===== config.mk =====
export PLATFORM = sky130hd
export DESIGN_NAME = dpm_port_ctrl
export DESIGN_NICKNAME = d
export VERILOG_FILES = /design/src/logic/dpm_pkg.sv /design/src/logic/dpm_port_ctrl.sv /design/src/logic/dpm_sem_track.sv
export SDC_FILE = /design/constraint.sdc
export NUM_CORES = 1
export LEC_CHECK = 0
export ABC_AREA = 1
export BUFFER_PORTS_ARGS = -buffer_cell sky130_fd_sc_hd__buf_2
export CAP_MARGIN = 5
export CORE_MARGIN = 5
export CORE_UTILIZATION = 51
export DETAILED_ROUTE_END_ITERATION = 10
export MAX_ROUTING_LAYER = met4
export PLACE_DENSITY = 0.77
export SYNTH_ARGS = -nofsm -noshare
export SYNTH_HDL_FRONTEND = slang
export SYNTH_HIERARCHICAL = 1
export SYNTH_SLANG_ARGS = --single-unit

===== constraint.sdc =====
create_clock -name clock -period 4.7 [get_ports clock]
set_clock_uncertainty 0.2 [all_clocks]
set_input_delay 0.47 -clock clock [delete_from_list [all_inputs] [get_ports clock]]
set_output_delay 0.47 -clock clock [all_outputs]
set_load 0.02 [all_outputs]

===== src/logic/dpm_pkg.sv =====
package dpm_pkg;
    localparam int ADDR_W = 13;
    localparam int DATA_W = 8;
    localparam int SEM_N = 8;
    localparam int SEM_IDX_W = 3;
    localparam int STACK_DEVS = 2;
    localparam int CNT_W = 3;
    localparam logic [ADDR_W-1:0] MBOX_LEFT = 13'h1ffe;
    localparam logic [ADDR_W-1:0] MBOX_RIGHT = 13'h1fff;
    localparam logic [DATA_W-1:0] SEM_TAKE = 8'h00;
    localparam logic [DATA_W-1:0] SEM_GIVE = 8'h01;
    localparam int CLK_PERIOD_NS = 25;
    localparam int T_ARB_NS = 45;
    localparam int T_WP_NS = 50;
    localparam int T_ACC_NS = 55;
    localparam logic [CNT_W-1:0] ARB_CYC = CNT_W'((T_ARB_NS + CLK_PERIOD_NS - 1) / CLK_PERIOD_NS);
    localparam logic [CNT_W-1:0] WP_CYC = CNT_W'((T_WP_NS + CLK_PERIOD_NS - 1) / CLK_PERIOD_NS);
    localparam logic [CNT_W-1:0] ACC_CYC = CNT_W'((T_ACC_NS + CLK_PERIOD_NS - 1) / CLK_PERIOD_NS);
    localparam logic [CNT_W-1:0] CNT_ONE = 3'h1;

    typedef enum logic [2:0] {
        CMD_READ = 3'h0,
        CMD_WRITE = 3'h1,
        CMD_SEND = 3'h2,
        CMD_TAKE = 3'h3,
        CMD_SEM_REQ = 3'h4,
        CMD_SEM_FREE = 3'h5,
        CMD_SEM_TEST = 3'h6
    } dpm_cmd_t;

    typedef enum logic [3:0] {
        ST_IDLE = 4'h1,
        ST_SETTLE = 4'h2,
        ST_STROBE = 4'h4,
        ST_RECOVER = 4'h8
    } dpm_state_t;
endpackage : dpm_pkg


===== src/logic/dpm_port_ctrl.sv =====
`timescale 1ns/1ps
`default_nettype none
module dpm_port_ctrl (
    input wire logic clock,
    input wire logic rst,
    input wire logic port_is_right,
    input wire logic master_mode,
    input wire logic inhibit_writes,
    input wire logic cmd_valid,
    output logic cmd_ready,
    input wire dpm_pkg::dpm_cmd_t cmd,
    input wire logic [dpm_pkg::ADDR_W-1:0] cmd_addr,
    input wire logic [dpm_pkg::DATA_W-1:0] cmd_wdata,
    output logic resp_valid,
    output logic [dpm_pkg::DATA_W-1:0] resp_rdata,
    output logic [dpm_pkg::SEM_N-1:0] sem_held,
    output logic mail_waiting,
    output logic [dpm_pkg::ADDR_W-1:0] mem_addr,
    output logic [dpm_pkg::DATA_W-1:0] mem_data_out,
    input wire logic [dpm_pkg::DATA_W-1:0] mem_data_in,
    output logic mem_data_oe_n,
    output logic mem_ce_n,
    output logic mem_rw_n,
    output logic mem_oe_n,
    output logic semaphore_select_n,
    input wire logic own_mailbox_flag_n,
    input wire logic [dpm_pkg::STACK_DEVS-1:0] conflict_in_n,
    output logic conflict_out_n,
    output logic conflict_oe_n
);
    import dpm_pkg::*;

    typedef struct packed {
        dpm_state_t st;
        logic [CNT_W-1:0] cnt;
        dpm_cmd_t cmd;
        logic [ADDR_W-1:0] addr;
        logic [DATA_W-1:0] wdata;
        logic [DATA_W-1:0] rdata;
        logic wr;
        logic sem;
        logic then_read;
        logic drv;
        logic resp;
        logic mail;
    } dpm_ctl_t;

    dpm_ctl_t ctl_reg;
    dpm_ctl_t ctl_next;
    logic busy_seen;
    logic sel;
    logic [CNT_W-1:0] strobe_len;
    logic trk_upd;
    logic trk_val;

    // Stacked array: one conflict indication from all devices
    // AND of stacks
    assign busy_seen = ~(&conflict_in_n);
    assign strobe_len = ctl_reg.wr ? WP_CYC : ACC_CYC;

    always_comb begin
        ctl_next = ctl_reg;
        ctl_next.resp = 1'b0;
        ctl_next.mail = ~own_mailbox_flag_n;
        case (ctl_reg.st)
            ST_IDLE: begin
                if (cmd_valid) begin
                    ctl_next.cmd = cmd;
                    ctl_next.cnt = '0;
                    ctl_next.addr = cmd_addr;
                    ctl_next.wdata = cmd_wdata;
                    ctl_next.wr = 1'b0;
                    ctl_next.sem = 1'b0;
                    ctl_next.then_read = 1'b0;
                    ctl_next.st = ST_SETTLE;
                    case (cmd)
                        CMD_WRITE: begin
                            ctl_next.wr = 1'b1;
                        end
                        CMD_SEND: begin
                            ctl_next.wr = 1'b1;
                            ctl_next.addr = port_is_right ? MBOX_LEFT : MBOX_RIGHT;
                        end
                        CMD_TAKE: begin
                            ctl_next.addr = port_is_right ? MBOX_RIGHT : MBOX_LEFT;
                        end
                        CMD_SEM_REQ: begin
                            ctl_next.sem = 1'b1;
                            ctl_next.wr = 1'b1;
                            ctl_next.wdata = SEM_TAKE;
                            ctl_next.then_read = 1'b1;
                            ctl_next.addr = {{(ADDR_W-SEM_IDX_W){1'b0}}, cmd_addr[SEM_IDX_W-1:0]};
                        end
                        CMD_SEM_FREE: begin
                            ctl_next.sem = 1'b1;
                            ctl_next.wr = 1'b1;
                            ctl_next.wdata = SEM_GIVE;
                            ctl_next.addr = {{(ADDR_W-SEM_IDX_W){1'b0}}, cmd_addr[SEM_IDX_W-1:0]};
                        end
                        CMD_SEM_TEST: begin
                            ctl_next.sem = 1'b1;
                            ctl_next.addr = {{(ADDR_W-SEM_IDX_W){1'b0}}, cmd_addr[SEM_IDX_W-1:0]};
                        end
                        default: begin
                        end
                    endcase
                end
            end
            ST_SETTLE: begin
                if (ctl_reg.cnt == ARB_CYC - CNT_ONE) begin
                    if (!(ctl_reg.wr && master_mode && busy_seen)) begin
                        ctl_next.cnt = '0;
                        ctl_next.st = ST_STROBE;
                    end
                end else begin
                    ctl_next.cnt = ctl_reg.cnt + CNT_ONE;
                end
            end
            ST_STROBE: begin
                if (ctl_reg.wr && master_mode && busy_seen) begin
                    ctl_next.cnt = '0;
                    ctl_next.st = ST_SETTLE;
                end else if (ctl_reg.cnt == strobe_len - CNT_ONE) begin
                    ctl_next.cnt = '0;
                    ctl_next.st = ST_RECOVER;
                    if (!ctl_reg.wr) begin
                        ctl_next.rdata = mem_data_in;
                    end
                end else begin
                    ctl_next.cnt = ctl_reg.cnt + CNT_ONE;
                end
            end
            ST_RECOVER: begin
                if (ctl_reg.then_read) begin
                    ctl_next.then_read = 1'b0;
                    ctl_next.wr = 1'b0;
                    ctl_next.st = ST_SETTLE;
                end else begin
                    ctl_next.resp = 1'b1;
                    ctl_next.st = ST_IDLE;
                end
            end
            default: begin
                ctl_next.st = ST_IDLE;
            end
        endcase
        ctl_next.drv = ctl_next.wr &&
            (ctl_next.st == ST_SETTLE || ctl_next.st == ST_STROBE);
    end

    always_ff @(posedge clock or posedge rst) begin
        if (rst) begin
            ctl_reg <= '{st: ST_IDLE, cmd: CMD_READ, default: '0};
        end else begin
            ctl_reg <= ctl_next;
        end
    end

    assign sel = (ctl_reg.st == ST_SETTLE) || (ctl_reg.st == ST_STROBE);
    // semaphore space with chip select high
    assign mem_ce_n = ~(sel && !ctl_reg.sem);
    assign semaphore_select_n = ~(sel && ctl_reg.sem);
    // strobe only inside the select window
    assign mem_rw_n = ~(ctl_reg.st == ST_STROBE && ctl_reg.wr);
    assign mem_oe_n = ~(sel && !ctl_reg.wr);
    assign mem_addr = ctl_reg.addr;
    assign mem_data_out = ctl_reg.wdata;
    assign mem_data_oe_n = ~ctl_reg.drv;
    assign cmd_ready = (ctl_reg.st == ST_IDLE);
    assign resp_valid = ctl_reg.resp;
    assign resp_rdata = ctl_reg.rdata;
    assign mail_waiting = ctl_reg.mail;
    assign conflict_out_n = ~inhibit_writes;
    assign conflict_oe_n = master_mode;

    // Semaphore read bit 0 low means this port holds it
    // bit 0 decides ownership
    assign trk_upd = (ctl_reg.st == ST_RECOVER) && ctl_reg.sem && !ctl_reg.then_read;
    assign trk_val = !ctl_reg.wr && !ctl_reg.rdata[0];

    dpm_sem_track u_track (
        .clock(clock),
        .rst(rst),
        .upd_en(trk_upd),
        .upd_idx(ctl_reg.addr[SEM_IDX_W-1:0]),
        .upd_val(trk_val),
        .held(sem_held)
    );

    a_strobe_in_select: assert property (@(posedge clock) disable iff (rst)
        !mem_rw_n |-> (!mem_ce_n || !semaphore_select_n) && $past(mem_rw_n, 2))
        else $error("write strobe outside select or without setup");
    a_sem_no_ce: assert property (@(posedge clock) disable iff (rst)
        !semaphore_select_n |-> mem_ce_n)
        else $error("chip select active during semaphore access");
    a_busy_abort: assert property (@(posedge clock) disable iff (rst)
        (!mem_rw_n && master_mode && busy_seen) |=> mem_rw_n && ctl_reg.st == ST_SETTLE)
        else $error("write kept going while flagged busy");
    a_slave_drive: assert property (@(posedge clock) disable iff (rst)
        !master_mode |-> !conflict_oe_n && (conflict_out_n == !inhibit_writes))
        else $error("slave inhibit pin not driven correctly");
    a_master_release: assert property (@(posedge clock) disable iff (rst)
        master_mode |-> conflict_oe_n)
        else $error("host drives a device conflict output");
    a_mail_send_addr: assert property (@(posedge clock) disable iff (rst)
        (!mem_rw_n && ctl_reg.cmd == CMD_SEND) |->
            mem_addr == (port_is_right ? MBOX_LEFT : MBOX_RIGHT))
        else $error("mailbox send to wrong address");
    a_take_read: assert property (@(posedge clock) disable iff (rst)
        (ctl_reg.cmd == CMD_TAKE && sel) |->
            !mem_oe_n && mem_rw_n && mem_addr == (port_is_right ? MBOX_RIGHT : MBOX_LEFT))
        else $error("mailbox take is not a read of own box");
    a_sem_relatch: assert property (@(posedge clock) disable iff (rst)
        (ctl_reg.st == ST_RECOVER && ctl_reg.then_read) |->
            (semaphore_select_n && mem_oe_n) ##1 (!semaphore_select_n && !mem_oe_n))
        else $error("semaphore readback without deselect gap");
    a_sem_claim_data: assert property (@(posedge clock) disable iff (rst)
        (!semaphore_select_n && !mem_rw_n && ctl_reg.cmd == CMD_SEM_REQ) |->
            !mem_data_oe_n && mem_data_out == SEM_TAKE)
        else $error("semaphore claim does not write zero");
    a_resp_pulse: assert property (@(posedge clock) disable iff (rst)
        resp_valid |-> cmd_ready ##1 !resp_valid)
        else $error("response not a single pulse");
endmodule : dpm_port_ctrl
`default_nettype wire


===== src/logic/dpm_sem_track.sv =====
`timescale 1ns/1ps
`default_nettype none
module dpm_sem_track (
    input wire logic clock,
    input wire logic rst,
    input wire logic upd_en,
    input wire logic [dpm_pkg::SEM_IDX_W-1:0] upd_idx,
    input wire logic upd_val,
    output logic [dpm_pkg::SEM_N-1:0] held
);
    import dpm_pkg::*;

    typedef struct packed {
        logic [SEM_N-1:0] held;
    } dpm_trk_t;

    dpm_trk_t trk_reg;
    dpm_trk_t trk_next;

    // One ownership bit per semaphore
    genvar g;
    generate
        for (g = 0; g < SEM_N; g++) begin : g_bit
            always_comb begin
                trk_next.held[g] = trk_reg.held[g];
                if (upd_en && upd_idx == SEM_IDX_W'(g)) begin
                    trk_next.held[g] = upd_val;
                end
            end
        end
    endgenerate

    always_ff @(posedge clock or posedge rst) begin
        if (rst) begin
            trk_reg <= '0;
        end else begin
            trk_reg <= trk_next;
        end
    end

    assign held = trk_reg.held;
endmodule : dpm_sem_track
`default_nettype wire


# --- Yosys cells after proc, flatten, opt, wreduce, memory -nomap -nowiden ---
# Cells that the tools add are included.
# W data, S select, Z words.
totals:
  reg_bits: 53
  input_bits: 41
  output_inout_bits: 47
  wordCells: 113
classes:
  addsub: 2
  eq_ne: 23
  muxes: 24
  bitwise_logic: 10
  reduce_logical: 34
op_table:
  columns: ["op", "count"]
  rows:
  - ["$pmux W13 S3", 1]
  - ["$mux W31", 1]
  - ["$eq A3 B3 Y1 const B", 7]
  - ["$logic_and A1 B1 Y1", 18]
  - ["$pmux W4 S4", 1]
  - ["$pmux W8 S2", 1]
  - ["$mux W7", 2]
  - ["$eq A3 B2 Y1 const B", 4]
  - ["$not A1 Y1", 10]
  - ["$eq A3 B1 Y1 const B", 3]
  - ["$mux W1", 9]
  - ["$mux W3", 3]
  - ["$pmux W3 S3", 1]
  - ["$eq A4 B2 Y1 const B", 2]
  - ["$eq A4 B3 Y1 const B", 2]
  - ["$mux W4", 2]
  - ["$reduce_and A2 Y1", 3]
  - ["$eq A4 B1 Y1 const B", 1]
  - ["$eq A4 B4 Y1 const B", 1]
  - ["$logic_not A1 Y1", 4]
  - ["$pmux W1 S2", 2]
  - ["$reduce_and A4 Y1", 1]
  - ["$reduce_or A4 Y1", 1]
  - ["$add A3 B1 Y3 const B", 1]
  - ["other kinds (11)", 12]

# --- Longest topological paths before layout ---
# Gate-level depths: netlist of the first run.
logic_depth:
  depth_word: 9
  mapped_depth: 10
  mapped_depth_nobuf: 10

# --- Modules after synthesis ---
# Netlist of the first run, hierarchy kept.
by_module_without_submodules:
  columns: ["mod", "n_inst", "cells_per_inst", "area_each_um2", "seq_area_each_um2"]
  rows:
  - ["dpm_port_ctrl", 1, 282, 2275.9, 1052.3]
  - ["dpm_sem_track", 1, 52, 390.4, 200.2]

# --- Worst setup path before layout of the first run ---
# OpenSTA, ideal clock, no wires.
synth_path:
  path_type: "reg2out"
  startpoint: "register ctl_reg[41] (netlist name)"
  endpoint: "output mem_ce_n"
  arrival_time_ns: 1.051
  required_ns: 4.030
  setup_slack_ns: 2.979
  path_stages_with_launch: 7
  cell_sequence: "dfstp_2 inv_1 nand2_2 nor2_4 nor2_1 inv_1 nand2_1"
synth_via:
  elab_chain_cells: 4
  word_cells_on_any_way: 5
  cone_classes: "eq/ne (2); bitwise (1); reduce/logical (2)"
synth_lines:
  columns: ["item", "line", "source"]
  rows:
  - ["start: declaration", "dpm_port_ctrl.sv:48", "dpm_ctl_t ctl_reg;"]
  - ["start signal: assignment", "dpm_port_ctrl.sv:155", "ctl_reg <= ctl_next;"]
  - ["$eq A4 B2 Y1 or $eq A4 B3 Y1 (tied branches)", "dpm_port_ctrl.sv:159", "assign sel = (ctl_reg.st == ST_SETTLE) || (ctl_reg.st == ST_STROBE);"]
  - ["$logic_or A1 B1 Y1 (*)", "dpm_port_ctrl.sv:159", null]
  - ["$logic_and A1 B1 Y1 (*)", "dpm_port_ctrl.sv:161", "assign mem_ce_n = ~(sel && !ctl_reg.sem);"]
  - ["$not A1 Y1 (*)", "dpm_port_ctrl.sv:161", null]
  - ["end: declaration", "dpm_port_ctrl.sv:22", "output logic mem_ce_n,"]
# Mark *: on every way between the ends. The rest lies on a longest branch, timed or not.

# --- Worst setup path after layout of the first run ---
layout_path:
  startpoint: "register ctl_reg[41] (netlist name)"
  endpoint: "register ctl_reg (netlist bit mem_addr[3])"
layout_via:
  elab_chain_cells: 2
layout_lines:
  columns: ["item", "line", "source"]
  rows:
  - ["$eq A4 B1 Y1", "dpm_port_ctrl.sv:65", "case (ctl_reg.st)"]
  - ["$reduce_and A2 Y1 (no line)", null, null]
# Every way passes these cells.
# A chain may end at the register's enable or synchronous reset.

==> results of run 1 <==
## cell families (layout without fill, tap and decap cells)
group,count (synthesis),after routing,share of synthesized area
fa+ha+maj,2,2,0.009384
xor+xnor,1,1,0.003285
flops,50,50,0.4697
simple gates,161,161,0.2600
buf+inv,80,139,0.1703
compound gates,40,40,0.08729
## cell usage in the layout (no fill, tap or decap), drive strengths merged
cell / count
dlygate4sd3: 1
a21oi: 6
dfstp: 1
nand2: 115
clkbuf: 6
nor2: 24
inv: 40
nand4: 1
nand3: 21
ha: 2
dfrtp: 49
clkinv: 3
xor2: 1
buf: 88
clkinvlp: 1
o21ai: 33
o31ai: 1
## metrics by stage
stage / total power, W / worst slack (ps)
floorplan: 0.001272 / 2979
global placement: 0.001314 / 2256
detailed placement: 0.001331 / 2142
CTS: 0.001592 / 2127
global route: 0.001700 / 1775
finish: 0.001574 / 2172
## report_power, final
part           total (W)  switching [W]  internal [W]
registers       0.000659      0.0000962      0.000563
logic           0.000659       0.000447      0.000212
clock network   0.000256       0.000138      0.000118
## worst reg2reg max path, cell delays in order, from the launching register on
cell and delay (ps):
dfstp_2 540, inv_1 80, nor2_2 120, nand3_2 560, nor2_1 700, o21ai_0 170
nand2_1 100
## per-layer routing
| metal | vias to the layer above | track usage | share of wire |
|---|---|---|---|
| li1 | 1115 | - | - |
| met1 | 995 | 0.2078 | 0.43 |
| met2 | 44 | 0.3229 | 0.51 |
| met3 | 6 | 0.03471 | 0.051 |
| met4 | 0 | 0.05150 | 0.013 |
| met5 | - | - | 0 |
## how the worst min path moves through the flow
stage | from | to | cells past startpoint
after floorplan | rst | u_track/held[0] | 1
after CTS | own_mailbox_flag_n | mail_waiting | 2
after global placement | rst | u_track/held[2] | 2
after global routing | own_mailbox_flag_n | mail_waiting | 2
after detailed placement | rst | u_track/held[6] | 2
final | own_mailbox_flag_n | mail_waiting | 2
## what timing repair did
| item | 4_1_cts | 5_1_grt |
|---|---|---|
| hold buffers | 1 | 0 |
| endpoints found under the setup margin | 0 | 0 |
| resized for setup | 0 | 0 |
| buffers inserted | 0 | 0 |
| endpoints found under the hold margin | 8 | 0 |
## cells in the mapped netlist
library cell,count,area share
nand2_1,109,0.15
dfrtp_1,49,0.46
inv_1,35,0.049
buf_4,31,0.087
nand3_1,20,0.038
nor2_1,18,0.025
o21ai_0,15,0.028
o21ai_1,10,0.019
o21ai_2,8,0.026
a21oi_1,6,0.011
inv_2,6,0.0084
nand2_2,6,0.014
buf_6,4,0.017
nor2_2,4,0.0094
ha_1,2,0.0094
nor2_4,2,0.0084
buf_2,1,0.0019
clkbuf_1,1,0.0014
clkbuf_2,1,0.0019
clkinv_4,1,0.0033
dfstp_2,1,0.0099
nand3_2,1,0.0038
nand4_4,1,0.0080
o31ai_1,1,0.0028
xor2_1,1,0.0033
## cell type report
type | count | area [sq um]
clock buffers | 6 | 82.58
clock inverters | 2 | 12.51
fillers | 485 | 2097
inverters | 42 | 162.7
multi-input cells | 204 | 959.7
flip-flops and latches | 50 | 1252
well taps | 70 | 87.58
repair buffers | 89 | 452.9
==> impl_metrics.toml, run 1 <==
[timing]
final_max_slew_viol_count = 0
tightest_slew_ps = 719.6
post-route-period-util = 0.5380
maxSlewHeadroom = 0.5197
fin_hold_ws_ps = 103.9
hold_violations = 0
fmax_mhz = 395.5
grt_setup_unrepaired = "false"
fin_crit_ps = 2528
final-setup-viol-count = 0
setup_tns_ps = 0

[global_routing]
grt_use_total = 0.1816
grt_max_degree = 43
grt_pass1_wl_um = 9287
grt-ovfl-total = 0
grt_pass1_vias = 2151
grt_antenna_before_repair = 0

[cells_and_area]
drive_gt1_frac = 0.3206
largest_register_ffs = 13
nets = 435
antenna_cells = 0
synthToLayoutAreaGrowth_pct = 12.90
stdcell_area_sq_um = 3010
final_core_util = 0.5894
final_cell_count_no_fill = 463

[cts]
cts-root-buf = "clkbuf_8"
clockBufferDepth = 2
cts_max_level = 2
tritoncts = "done"
path_clk_slew_ps = 90
cts.sinks = 50
insertion_delay_ps = 300
cts_buffers = 5

[outcome]
status = "finished clean"

[detailed_routing]
routedWlPerCell_um = 11.77
vias = 2160
drt_iter0_markers = 70
firstDrtPassIters = 4
via_per_inst = 4.665
drc = 0
postRouteAntennaNets = 0
drt-total-wl_um = 5449

[pwr]
power_density_nw_per_um2 = 522.9
ir_drop_uv = 362.0
p_leak_nw = 1.726

[setup_path]
cp_top_family = "simple AND/OR/NAND/NOR gates"
r2r_slack_ps = 2170
r2r_end = "mem_addr[3]"
critPathLaunch = "ctl_reg[41]"
cpMaxStageDelayCell = "nor2_1"
cp_max_fo = 38
cp.depth = 6
crit_path_start_kind = "flop"
cpPeakStageDelay_ps = 690
critPathRequiredTime_ps = 4740
arrival_ps = 2570
worstPathCellList = "inv_1 -> nor2_2 -> nand3_2 -> nor2_1 -> o21ai_0 -> nand2_1"
cp_num_buf_inv = 1
critical_path_class = "flop to flop"
endpoint = "mem_addr[3]"
reg2regPathDepth = 6
rr_startpoint = "ctl_reg[41]"
cp-end-kind = "flop"

[synthesis]
ys_seq_area_frac = 0.4697
synth_area_per_cell_sq_um = 7.983
synth_nets = 377
yosysWarningCount = 6
ys_ff_latch = 50
ys_types = 25
syn_inst = 334
syn-cell-area_sq_um = 2666

[floorplanning]
die_h_um = 82.31
die_x_um = 82.31
num_rows = 26
dieArea_sq_um = 6774
fp.coreArea_sq_um = 5107
io_pins = 88
start_util = 0.5220

[placed_design]
gp_congestion = 0.9243
place_area_sq_um = 2905
dp.cells = 454
port_buffers = 87
dp_hpwl_um = 4164

[hold_path]
hold_class = "input port to flop"

[job]
maxCapViolations = 0
(Power assumes the default switching activity.)
==> run 2, diff against run 1 <==
--- a/config.mk
+++ b/config.mk
@@ -5,14 +5,14 @@
 export SDC_FILE = /design/constraint.sdc
 export NUM_CORES = 1
 export LEC_CHECK = 0
-export ABC_AREA = 1
+export ABC_AREA = 0
 export BUFFER_PORTS_ARGS = -buffer_cell sky130_fd_sc_hd__buf_2
 export CAP_MARGIN = 5
 export CORE_MARGIN = 5
-export CORE_UTILIZATION = 51
+export CORE_UTILIZATION = 50
 export DETAILED_ROUTE_END_ITERATION = 10
 export MAX_ROUTING_LAYER = met4
-export PLACE_DENSITY = 0.77
+export PLACE_DENSITY = 0.76
 export SYNTH_ARGS = -nofsm -noshare
 export SYNTH_HDL_FRONTEND = slang
 export SYNTH_HIERARCHICAL = 1
==> constraint.sdc (replaced) <==
create_clock -name clock -period 2.4 [get_ports clock]
set_clock_uncertainty 0.2 [all_clocks]
set_input_delay 0.24 -clock clock [delete_from_list [all_inputs] [get_ports clock]]
set_output_delay 0.24 -clock clock [all_outputs]
set_load 0.02 [all_outputs]
==> impl_metrics.toml, run 2 <==
[cells_and_area]
drive_gt1_frac = 0.3607
final_cell_mix = "87 x buf_2, 49 x dfrtp_1, 37 x nand2_1"
antenna_cells = 0
final_core_util = 0.6228
largest_register_ffs = 13
synthToLayoutAreaGrowth_pct = 21.27
seq_area_sq_um = 1252
final_common_cell = "buf_2"
nets = 383
fillers = 461
multiInputGateArea_sq_um = 1052

[pwr]
power_density_nw_per_um2 = 925.0
p_leak_nw = 1.643
p_total_w = 0.002923
ir_drop_uv = 611.8

[synthesis]
synth_edf_count = 0
synthXorXnorAreaFrac = 0.006721
syn_inst = 264
synth_flop_cell = "dfrtp_1"
synth_nets = 307
synth_top_family_by_area = "simple AND/OR/NAND/NOR gates"
synth_area_leader_cell = "dfrtp_1"
syn-cell-area_sq_um = 2606
ys_types = 39
muxShareOfSynthArea = 0.08929
ys_top_cells_by_count = "49 x dfrtp_1, 37 x nand2_1, 30 x buf_4"
ys_async_sr_fraction = 1.000
yosysWarningCount = 6
synth_area_leaders = "dfrtp_1 47%, buf_4 8.6%, mux2_2 6.0%"
ys_seq_area_frac = 0.4806
synth_compound_area_frac = 0.07777
synth-simple-area-share = 0.2204
ys_ff_latch = 50
synth_area_per_cell_sq_um = 9.872
yosysMostFrequentCell = "dfrtp_1"
yosysTopAreaCellShare = 0.4705
synth-adder-area-share = 0.009602

[setup_path]
r2r_slack_ps = 170
cp-end-kind = "output pin"
critPathRequiredTime_ps = 1960
crit_path_start_kind = "flop"
arrival_ps = 1810
cp_max_fo = 7
critical_path_class = "flop to output pin"

[floorplanning]
io_pins = 88
num_rows = 26
start_util = 0.5136
die_h_um = 82.20
die_x_um = 82.20
dieArea_sq_um = 6756
fp.coreArea_sq_um = 5075

[cts]
hold_buffers = 19
tritoncts = "done"
clockBufferDepth = 2
post-cts-setup-buffer-count = 0
insertion_delay_ps = 300
cts.sinks = 50
cts-root-buf = "clkbuf_8"
cts_max_level = 2
path_clk_slew_ps = 90
cts.repair.resized = 0
cts_buffers = 5

[timing]
maxSlewHeadroom = 0.4233
grt_setup_unrepaired = "false"
setup_tns_ps = 0
fmax_mhz = 445.2
fin_hold_ws_ps = 37.51
fin_ws_ps = 154.1
tightest_slew_ps = 863.9
fin_crit_ps = 2246
final_max_slew_viol_count = 0
hold_violations = 0
final-setup-viol-count = 0
post-route-period-util = 0.9358

[global_routing]
grt-ovfl-total = 0
grt_pass1_vias = 2042
grt_pass1_wl_um = 9335
grt_max_degree = 43
grt_antenna_before_repair = 0
grt_use_total = 0.1822

[placed_design]
place_ws_ps = 153.3
gp_congestion = 0.7214
dp_hpwl_um = 4086
port_buffers = 87

[job]
maxCapViolations = 0

[detailed_routing]
drt_iter0_markers = 87
vias = 2063
firstDrtPassIters = 4
drc = 0
postRouteAntennaNets = 0
drt-total-wl_um = 5725
routedWlPerCell_um = 13.93
via_per_inst = 5.019

[outcome]
status = "finished clean"

[hold_path]
hold_class = "input port to flop"
==> run 2: changes by cell type after synthesis, moves of 8 or more <==
cell / change
inv_1: -27
mux2_2: +14
nand2_1: -72
nand3_1: -11
nor2_1: +8
o21ai_1: -10
o21ai_2: -8
==> run 2: area by class of cell <==
cell class	count	share of cell area
Clock inverter	3	0.006730
Sequential cell	50	0.3963
Multi-Input combinational cell	166	0.3329
Tap cell	70	0.02771
Timing Repair Buffer	109	0.2051
Inverter	8	0.009501
Clock buffer	5	0.02177
==> run 2: routing by layer <==
metal  track usage  wire, um
met2        0.3053      2803
met4       0.04485        45
met3       0.04230       334
met1        0.2227      2542
met5             -         0
==> run 2: cell families after synthesis <==
logic type,after synthesis
AOI/OAI and AO/OA,37
xor gates and xnor gates,2
DFF,50
muxes,20
buffers and inverters,48
adders and majority gates,2
and+or+nand+nor,105
==> run 2: final timing paths <==
kind	cells past startpoint	start	endpoint
worst max-delay path	4	ctl_reg[42]	mem_ce_n
worst min-delay path	3	cmd_wdata[0]	mem_data_out[0]
worst max register to register	5	ctl_reg[42]	u_track/held[0]
worst min register to register	2	mem_data_out[4]	mem_data_out[4]
max in group asynchronous	3	rst	mem_addr[2]
min in group asynchronous	3	rst	u_track/held[1]
==> run 2: power breakdown <==
| part | leakage (nW) | switching, W | internal, W |
|---|---|---|---|
| sequential | 0.656 | 0.000222 | 0.00108 |
| combinational | 0.943 | 0.000708 | 0.000425 |
| clock | 0.0441 | 0.000285 | 0.000205 |
==> run 2: worst max-delay path: stages, from the launching register on <==
cell and delay (ps):
dfrtp_1 460, nor4b_4 450, nor2_1 130, or2_2 300, buf_2 160
==> run 2: through the flow <==
stage | std cells | cell area [sq um]
finish | 411 | 3161
global route | 411 | 3161
CTS | 411 | 3161
detailed placement | 384 | 2880
global placement | 384 | 2880
floorplan | 264 | 2606
